## src/rtl/acsif_pkg.sv

```systemverilog
// Purpose: Shared constants and types for the converter serial command interface.
// Assumes: 250 MHz system clock on both ends; link clock made by the host end.
// Notes:   Frames are 16 bits, 4-bit command then 12-bit data, MSB first.

// ==========================================================================
// Package
package acsif_pkg;
    // Frame layout
    localparam int FRAME_BITS = 16;
    localparam int CMD_W = 4;
    localparam int DATA_W = 12;
    localparam logic [3:0] CNT_CMD = 4'h3;      // Edge index of last command bit
    localparam logic [3:0] CNT_LAST = 4'hf;     // Edge index of 16th bit
    localparam logic [3:0] PAD_NIBBLE = 4'h0;   // Filler nibble in output words

    // Command codes; the interface itself acts on all but CMD_PWR_DOWN
    localparam logic [3:0] CMD_PWR_DOWN = 4'h8;
    localparam logic [3:0] CMD_RD_CFG = 4'h9;
    localparam logic [3:0] CMD_WR_CFG = 4'ha;
    localparam logic [3:0] CMD_FIFO_RD = 4'he;

    // Configuration word
    localparam logic [11:0] CFG_RST = 12'h000;
    localparam int CFG_CLKSRC_HI = 8;
    localparam int CFG_CLKSRC_LO = 7;
    localparam logic [1:0] CLKSRC_OSC = 2'h0;

    // Synchroniser lanes and their reset levels
    localparam int SY_CS = 0;
    localparam int SY_CLK = 1;
    localparam int SY_DI = 2;
    localparam int SY_FS = 3;
    localparam logic [3:0] SY_RST = 4'h9;        // Select high, clock low, sync high
    localparam logic [1:0] SDO_SY_RST = 2'h0;

    // Link clock made by the host: half period in ns, rounded down to cycles
    localparam int CLK_PERIOD_NS = 4;
    localparam int SCLK_HALF_NS = 40;
    localparam int SCLK_HALF_CYC = SCLK_HALF_NS / CLK_PERIOD_NS;
    localparam logic [7:0] HALF_LAST = 8'(SCLK_HALF_CYC - 1);
    localparam logic [5:0] HALVES_LAST = 6'h1f;  // 32 half periods per frame

    typedef enum logic [2:0] {
        DEV_IDLE = 3'b001,
        DEV_ARMED = 3'b010,
        DEV_SHIFT = 3'b100
    } acsif_dev_st_t;

    typedef enum logic [3:0] {
        HST_IDLE = 4'b0001,
        HST_LEAD = 4'b0010,
        HST_RUN = 4'b0100,
        HST_TAIL = 4'b1000
    } acsif_hst_st_t;
endpackage : acsif_pkg

```

## src/rtl/acsif_if.sv

```systemverilog
// Purpose: Serial link between host end and converter end.
// Assumes: Testbench resolves the 3-state output from sdo and sdo_oe_n.
// Notes:   No clocking block; the device samples its four input pins and the host samples sdo through synchronisers.
`timescale 1ns/10ps

// ==========================================================================
// Interface
interface acsif_if;
    logic cs_n;         // Chip select, active low
    logic sclk;         // Serial clock, rests low
    logic sdi;          // Serial data towards the converter
    logic frame_sync;   // Frame sync, high when unused
    logic sdo;          // Serial data from the converter
    logic sdo_oe_n;     // Output enable of sdo, low while driven

    modport device (input cs_n, input sclk, input sdi, input frame_sync,
                    output sdo, output sdo_oe_n);
    modport host (output cs_n, output sclk, output sdi, output frame_sync,
                  input sdo, input sdo_oe_n);
endinterface : acsif_if

```

## src/rtl/acsif_dev.sv

```systemverilog
// Purpose: Converter end of the serial command interface.
// Assumes: Link pins arrive asynchronous to clock and pass two flip-flops.
// Notes:   Output word is chosen by the command of the previous full frame.
//
// Summary of operation
// - Input frames arrive MSB first from bit 15.
// - First four bits decode to one of sixteen commands.
// - Config write takes twelve more bits as value.
// - Sync unused: start at select fall, sample rising.
// - Sync used: start at sync fall, sample falling.
// - Stop input after sixteen edges or select rise.
// - Output floats while select high until MSB.
// - Sync high: MSB at select fall, change falling.
// - Sync low: MSB at sync low, change rising.
// - Conversion frames: twelve result bits, four fillers.
// - Config readback: content in last twelve bits.
// - Output floats after sixteenth bit shifted out.
// - Host keeps serial clock low when idle.
// - Serial clock may drive the conversion clock.
// - Zero-padded trailing bits keep command meaning.
// - Results are straight binary, 000h to FFFh.
// - Bits 15-12 command, bits 11-0 data.
// - Sync falling while selected in sync style resets edge counter, enables input.
// - Frame starts at select fall or sync fall.
`timescale 1ns/10ps

// ==========================================================================
// Converter end
module acsif_dev
    import acsif_pkg::*;
(
    input wire logic clock,                         // System clock, 250 MHz
    input wire logic srst,                          // Synchronous reset, active high
    acsif_if.device lnk,                            // Serial link pins
    input wire logic [11:0] conv_result,            // Previous conversion result
    input wire logic [11:0] fifo_data,              // Queue head for queue reads
    input wire logic osc_tick,                      // Internal oscillator tick
    output logic cmd_valid,                         // Pulse: command decoded
    output logic [3:0] cmd_code,                    // Last decoded command
    output logic cfg_wr,                            // Pulse: config word written
    output logic [11:0] config_word_register,       // Stored configuration
    output logic conv_clk_sel,                      // Conversion clock from link
    output logic conv_clk_tick,                     // Conversion clock tick
    output logic frame_active                       // Frame in progress
);

    // ======================================================================
    // Pin synchronisers
    logic [3:0] s1_r;
    logic [3:0] s2_r;
    logic [3:0] s3_r;

    // Two flops per pin, third stage only for edge detection
    always_ff @(posedge clock) begin
        if (srst) begin
            s1_r <= SY_RST;
            s2_r <= SY_RST;
            s3_r <= SY_RST;
        end else begin
            s1_r <= {lnk.frame_sync, lnk.sdi, lnk.sclk, lnk.cs_n};
            s2_r <= s1_r;
            s3_r <= s2_r;
        end
    end

    // Edge decode of synchronised pins
    wire cs_fall = s3_r[SY_CS] & ~s2_r[SY_CS];
    wire cs_rise = ~s3_r[SY_CS] & s2_r[SY_CS];
    wire clk_rise = ~s3_r[SY_CLK] & s2_r[SY_CLK];
    wire clk_fall = s3_r[SY_CLK] & ~s2_r[SY_CLK];
    wire fs_fall = s3_r[SY_FS] & ~s2_r[SY_FS];
    wire fs_lvl = s2_r[SY_FS];
    wire di = s2_r[SY_DI];

    // ======================================================================
    // Frame control
    acsif_dev_st_t st_r;
    acsif_dev_st_t st_nxt;
    logic fs_mode_r;
    logic [3:0] cnt_r;
    logic started_r;
    logic [15:0] rx_r;
    logic [15:0] tx_r;
    logic oe_n_r;
    logic [3:0] prev_cmd_r;

    // Sampling and change edges follow the mode caught at select fall
    wire smp_edge = fs_mode_r ? clk_fall : clk_rise;
    wire chg_edge = fs_mode_r ? clk_rise : clk_fall;
    wire in_shift = (st_r == DEV_SHIFT);
    wire take_bit = in_shift & smp_edge & ~cs_rise;
    wire fs_restart = (st_r != DEV_IDLE) & fs_mode_r & fs_fall & ~cs_rise;
    wire frame_start = ((st_r == DEV_IDLE) & cs_fall) | fs_restart;
    wire last_smp = take_bit & (cnt_r == CNT_LAST);
    wire cmd_smp = take_bit & (cnt_r == CNT_CMD);
    wire [3:0] cmd_now = {rx_r[2:0], di};
    wire [11:0] cfg_now = {rx_r[10:0], di};
    wire fs_mode_nxt = (st_r == DEV_IDLE) ? ~fs_lvl : fs_mode_r;

    // Output word by previous command: readback, queue or result
    wire [15:0] word_cfg = {PAD_NIBBLE, config_word_register};
    wire [15:0] word_fifo = {fifo_data, PAD_NIBBLE};
    wire [15:0] word_conv = {conv_result, PAD_NIBBLE};
    wire [15:0] tx_sel = (prev_cmd_r == CMD_RD_CFG) ? word_cfg :
                         (prev_cmd_r == CMD_FIFO_RD) ? word_fifo : word_conv;

    // Next state: select rise always wins and ends the frame
    always_comb begin
        st_nxt = st_r;
        case (st_r)
            DEV_IDLE: begin
                if (cs_fall) begin
                    st_nxt = DEV_SHIFT;
                end
            end
            DEV_ARMED: begin
                if (cs_rise) begin
                    st_nxt = DEV_IDLE;
                end else if (fs_restart) begin
                    st_nxt = DEV_SHIFT;
                end
            end
            DEV_SHIFT: begin
                if (cs_rise) begin
                    st_nxt = DEV_IDLE;
                end else if (fs_restart) begin
                    st_nxt = DEV_SHIFT;
                end else if (last_smp) begin
                    st_nxt = DEV_ARMED;
                end
            end
            default: begin
                st_nxt = DEV_IDLE;
            end
        endcase
    end

    // State and mode
    always_ff @(posedge clock) begin
        if (srst) begin
            st_r <= DEV_IDLE;
            fs_mode_r <= 1'b0;
        end else begin
            st_r <= st_nxt;
            fs_mode_r <= fs_mode_nxt;
        end
    end

    // Edge counter and first-sample flag
    always_ff @(posedge clock) begin
        if (srst) begin
            cnt_r <= 4'h0;
            started_r <= 1'b0;
        end else if (frame_start) begin
            cnt_r <= 4'h0;
            started_r <= 1'b0;
        end else if (take_bit) begin
            cnt_r <= cnt_r + 4'h1;
            started_r <= 1'b1;
        end
    end

    // Receive shifter, MSB enters first
    always_ff @(posedge clock) begin
        if (srst) begin
            rx_r <= 16'h0000;
        end else if (take_bit) begin
            rx_r <= {rx_r[14:0], di};
        end
    end

    // Transmit shifter; no shift before the first sample of the frame
    always_ff @(posedge clock) begin
        if (srst) begin
            tx_r <= 16'h0000;
        end else if (frame_start) begin
            tx_r <= tx_sel;
        end else if (in_shift & chg_edge & started_r) begin
            tx_r <= {tx_r[14:0], 1'b0};
        end
    end

    // Output enable follows the shift state
    always_ff @(posedge clock) begin
        if (srst) begin
            oe_n_r <= 1'b1;
        end else begin
            oe_n_r <= (st_nxt != DEV_SHIFT);
        end
    end

    assign lnk.sdo = tx_r[15];
    assign lnk.sdo_oe_n = oe_n_r;

    // ======================================================================
    // Command and configuration
    logic cmd_valid_r;
    logic [3:0] cmd_code_r;
    logic cfg_wr_r;
    logic [11:0] cfg_r;

    // Command decode after the fourth bit
    always_ff @(posedge clock) begin
        if (srst) begin
            cmd_valid_r <= 1'b0;
            cmd_code_r <= 4'h0;
        end else begin
            cmd_valid_r <= cmd_smp;
            if (cmd_smp) begin
                cmd_code_r <= cmd_now;
            end
        end
    end

    // Config write at the 16th bit; remember command for next output word
    always_ff @(posedge clock) begin
        if (srst) begin
            cfg_wr_r <= 1'b0;
            cfg_r <= CFG_RST;
            prev_cmd_r <= 4'h0;
        end else begin
            cfg_wr_r <= last_smp & (cmd_code_r == CMD_WR_CFG);
            if (last_smp & (cmd_code_r == CMD_WR_CFG)) begin
                cfg_r <= cfg_now;
            end
            if (last_smp) begin
                prev_cmd_r <= cmd_code_r;
            end
        end
    end

    // ======================================================================
    // Conversion clock source and status
    logic conv_clk_sel_r;
    logic conv_clk_tick_r;
    logic frame_active_r;

    wire clk_from_link = (cfg_r[CFG_CLKSRC_HI:CFG_CLKSRC_LO] != CLKSRC_OSC);

    // Tick from link clock rises or from the internal oscillator
    always_ff @(posedge clock) begin
        if (srst) begin
            conv_clk_sel_r <= 1'b0;
            conv_clk_tick_r <= 1'b0;
            frame_active_r <= 1'b0;
        end else begin
            conv_clk_sel_r <= clk_from_link;
            conv_clk_tick_r <= clk_from_link ? clk_rise : osc_tick;
            frame_active_r <= (st_nxt == DEV_SHIFT);
        end
    end

    assign cmd_valid = cmd_valid_r;
    assign cmd_code = cmd_code_r;
    assign cfg_wr = cfg_wr_r;
    assign config_word_register = cfg_r;
    assign conv_clk_sel = conv_clk_sel_r;
    assign conv_clk_tick = conv_clk_tick_r;
    assign frame_active = frame_active_r;

endmodule : acsif_dev

```

## src/flat_wrapper.sv

```systemverilog
// flat-port wrapper written by rule: the top's interface ports become plain ports
module acsif_dev_flat import acsif_pkg::*;
  (clock, srst, conv_result, fifo_data, osc_tick, cmd_valid, cmd_code, cfg_wr, config_word_register, conv_clk_sel, conv_clk_tick, frame_active, lnk_cs_n, lnk_sclk, lnk_sdi, lnk_frame_sync, lnk_sdo, lnk_sdo_oe_n);
  acsif_if lnk_i ();
  input wire logic clock;
  input wire logic srst;
  input wire logic [11:0] conv_result;
  input wire logic [11:0] fifo_data;
  input wire logic osc_tick;
  output logic cmd_valid;
  output logic [3:0] cmd_code;
  output logic cfg_wr;
  output logic [11:0] config_word_register;
  output logic conv_clk_sel;
  output logic conv_clk_tick;
  output logic frame_active;
  input wire logic [$bits(lnk_i.cs_n)-1:0] lnk_cs_n;
  input wire logic [$bits(lnk_i.sclk)-1:0] lnk_sclk;
  input wire logic [$bits(lnk_i.sdi)-1:0] lnk_sdi;
  input wire logic [$bits(lnk_i.frame_sync)-1:0] lnk_frame_sync;
  output wire logic [$bits(lnk_i.sdo)-1:0] lnk_sdo;
  output wire logic [$bits(lnk_i.sdo_oe_n)-1:0] lnk_sdo_oe_n;
  assign lnk_i.cs_n = lnk_cs_n;
  assign lnk_i.sclk = lnk_sclk;
  assign lnk_i.sdi = lnk_sdi;
  assign lnk_i.frame_sync = lnk_frame_sync;
  assign lnk_sdo = lnk_i.sdo;
  assign lnk_sdo_oe_n = lnk_i.sdo_oe_n;
  acsif_dev u_core (.clock(clock), .srst(srst), .lnk(lnk_i), .conv_result(conv_result), .fifo_data(fifo_data), .osc_tick(osc_tick), .cmd_valid(cmd_valid), .cmd_code(cmd_code), .cfg_wr(cfg_wr), .config_word_register(config_word_register), .conv_clk_sel(conv_clk_sel), .conv_clk_tick(conv_clk_tick), .frame_active(frame_active));
endmodule
```

## config.mk

```make
export PLATFORM = sky130hd
export DESIGN_NAME = acsif_dev_flat
export DESIGN_NICKNAME = d
export VERILOG_FILES = /design/src/rtl/acsif_pkg.sv /design/src/rtl/acsif_if.sv /design/src/rtl/acsif_dev.sv /design/src/flat_wrapper.sv
export SDC_FILE = /design/constraint.sdc
export NUM_CORES = 1
export LEC_CHECK = 0
export BUFFER_PORTS_ARGS = -buffer_cell sky130_fd_sc_hd__buf_4
export CAP_MARGIN = 20
export CORE_MARGIN = 4
export CORE_UTILIZATION = 45
export CTS_CLUSTER_DIAMETER = 100
export DETAILED_ROUTE_END_ITERATION = 10
export HOLD_SLACK_MARGIN = 0.12
export PLACE_DENSITY = 0.66
export SYNTH_ARGS = -nofsm -noshare
export SYNTH_HDL_FRONTEND = slang
export SYNTH_SLANG_ARGS = --single-unit
export TNS_END_PERCENT = 20
```

## constraint.sdc

```tcl
create_clock -name clock -period 2.8 [get_ports clock]
set_input_delay 0.84 -clock clock [delete_from_list [all_inputs] [get_ports clock]]
set_output_delay 0.84 -clock clock [all_outputs]
set_load 0.1 [all_outputs]
```

==> flow_metrics.tcl <==
set metrics [dict create \
    status "complete, no violations" \
    drt_pass1_iterations 5 \
    avgRoutedWirePerCell_um 14.23 \
    path_clk_slew_ns 0.08 \
    cp-start-kind "register" \
    skew_ns 0.01318 \
    async_flop_share_pct 0 \
    ys_ff_latch 73 \
    multi_input_area_um2 1605 \
    ff_latch_area_um2 1461 \
    globalplace.congestion 0.8079 \
    synth_edf_count 0 \
    clock_path_buffers 2 \
    cts_resized 0 \
    ctsHoldBuffers 0 \
    pre_cts_ws_ns 0.6510 \
    synth_seq_area_share_pct 45.62 \
    row_count 30 \
    numPortBuffers 53 \
    r2r-start "u_core.st_r[2]" \
    die_width_um 92.37 \
    drive_gt1_share_pct 25.76 \
    syn_nets 381 \
    drt_iter0_drc 148 \
    layout_min_cycle_time_ns 2.206 \
    numCtsBuffers 9 \
    fp.coreArea_um2 6869 \
    grt-ovfl-total 0 \
    syn_inst 349 \
    post_cts_buffers 0 \
    path_class "reg2reg" \
    finalNetCount 423 \
    fill_cells 637 \
    fin_crit_sh_pct 78.80 \
    antenna_found_initial 0 \
    totalWireLength_mm 7.001 \
    rsz0062_at_grt "false" \
    vias 2664 \
    ios 54 \
    dp.final_hpwl_mm 4.905 \
    crit_arrival_ns 2.41 \
    slew_violations 0 \
    drc_errors 0 \
    initial_core_util_pct 46.63 \
    power.leakage_nw 1.496 \
    reg2reg_slack_ns 0.59 \
    die_h_um 92.37 \
    ant_nets 0 \
    cts_tree "yes" \
    syn_area_per_cell_um2 9.178 \
    cp.required_ns 3.00 \
    crit_fanout 16 \
    syn_to_final_growth_pct 21.02 \
    maxCapViolCount 0 \
    synth_flop_cell "dfxtp_1" \
    slew_headroom_pct 45.73 \
    grt_pass1_vias 2445 \
    diodes 0 \
    fmax_mhz 453.3 \
    grt_max_degree 49 \
    yosysWarnings 0 \
    setup_viol 0 \
    h-tree-depth 3 \
    grt_pass1_wl_mm 11.59 \
    cts-root-buf "clkbuf_8" \
    die_area_um2 8531 \
    ys_top_cells_by_area "dfxtp_1, a21oi_1, mux2i_1" \
    tightestPinTransition_ns 0.8141 \
    r2r_end "u_core.config_word_register[2]" \
    clkLatencyLatePin_ns 0.33 \
    worstSetupEndpoint "u_core.config_word_register[2]" \
    hold_path.class "reg2reg" \
    worstSetupStartpoint "u_core.st_r[2]" \
    final-hold-violation-count 0 \
    r2r_cells 4 \
    peakVddDrop_mv 0.3579 \
    vias_per_cell 5.415 \
    worst_slack_ns 0.5937 \
    tns_ns 0 \
    syn_area_um2 3203 \
    power_density_nw_per_um2 544.1 \
    synth_top_area_share_pct 45.63 \
    clkSinkCount 73 \
    ys_types 45 \
    track_usage_pct 16.78 \
    yosysTopAreaCell "dfxtp_1" \
    cp-end-kind "register" \
]
[per-layer routing]
metal	GRT usage, %	part of all wire, %	vias to the layer above
li1	-	-	1362
met1	23.28	48	1244
met2	25.02	46	56
met3	4.468	5.0	2
met4	6.064	0.60	0
met5	0	0	-
[layout make-up]
| type | instances | share of cell area [%] |
|---|---|---|
| inverter | 3 | 0.2905 |
| multi-input combinational | 244 | 41.41 |
| sequential | 73 | 37.70 |
| tap | 96 | 3.099 |
| clock inverter | 6 | 2.324 |
| timing repair buffer | 60 | 11.62 |
| clock buffer | 10 | 3.551 |
[power by group]
| part | switching, mW | internal, mW |
|---|---|---|
| clock network | 0.392 | 0.529 |
| logic | 0.0613 | 0.0594 |
| registers | 0.0108 | 1.06 |
| total | 0.464 | 1.64 |
[cell usage in the layout, fill, tap and decap left out, types with 3 or more instances in the layout]
master    instances
mux2_2           12
dfxtp_1          73
buf_4            60
o21ai_0           9
nor2b_1           6
a21oi_1          38
nor2_1           25
a21o_1            3
nand4_1          13
o31ai_1          14
nor3_1            3
a22oi_1           7
a211oi_1          8
nand3_1          11
or3b_2            3
nand2_1          30
mux2i_1          15
clkbuf_8         10
o32ai_1           8
xnor2_1           3
or2_2             7
[how the worst min path moves through the flow]
stage	start	to	cells past startpoint
after detailed placement	u_core.s1_r[0]	u_core.s2_r[0]	1
after global placement	u_core.s1_r[0]	u_core.s2_r[0]	1
after CTS	u_core.s1_r[3]	u_core.s2_r[3]	1
after global routing	u_core.s1_r[3]	u_core.s2_r[3]	1
after floorplan	u_core.s1_r[0]	u_core.s2_r[0]	1
final	u_core.s1_r[3]	u_core.s2_r[3]	1
[cells in the mapped netlist, drive strengths merged (4+ instances only)]
cell type	instances
clkbuf	20
a211oi	10
o31ai	14
nand2	30
nand3	11
or3b	4
mux2i	15
nand4	13
or2	7
nor2b	6
dfxtp	73
a22oi	7
a21oi	38
o21ai	9
mux2	12
o32ai	8
buf	9
nor2	25
[flip-flops by register name, summed over array words and instances (netlist names), 3 cells and up]
signal                       flops
u_core.cmd_code                  4
u_core.cnt_r                     4
u_core.config_word_register     12
u_core.prev_cmd_r                4
u_core.rx_r                     11
u_core.s1_r                      4
u_core.s2_r                      4
u_core.s3_r                      3
u_core.st_r                      3
u_core.tx_r                     16
[critical path, stage by stage (launching register included)]
cell	delay (ns)
dfxtp_1	0.44
or3b_1	0.54
a2111o_1	0.67
o31ai_1	0.33
a21oi_1	0.10
[per-stage QoR]
step           instances  instance area (um^2)  hold slack [ns]  util (%)  total power, mW
3_3_place_gp         476                  3649           0.3905     53.11            1.211
2_1_floorplan        349                  3203           0.3895         -            1.164
5_1_grt              492                  3876           0.4310     56.43            2.201
3_5_place_dp         476                  3649           0.3963     53.11            1.213
6_report             492                  3876           0.4021     56.43            2.109
4_1_cts              492                  3876           0.4048     56.43            2.133
[cell families (layout without fill, tap and decap cells)]
family,after synthesis,after routing,synth area share (%)
compound gates,96,96,20.20
mux,27,27,8.906
simple gates,117,117,19.45
flops,73,73,45.62
xor+xnor,3,3,0.8205
buf+inv,32,79,4.609
fa+ha+maj,1,1,0.3906
No activity file was read; power rests on OpenSTA's default activity.
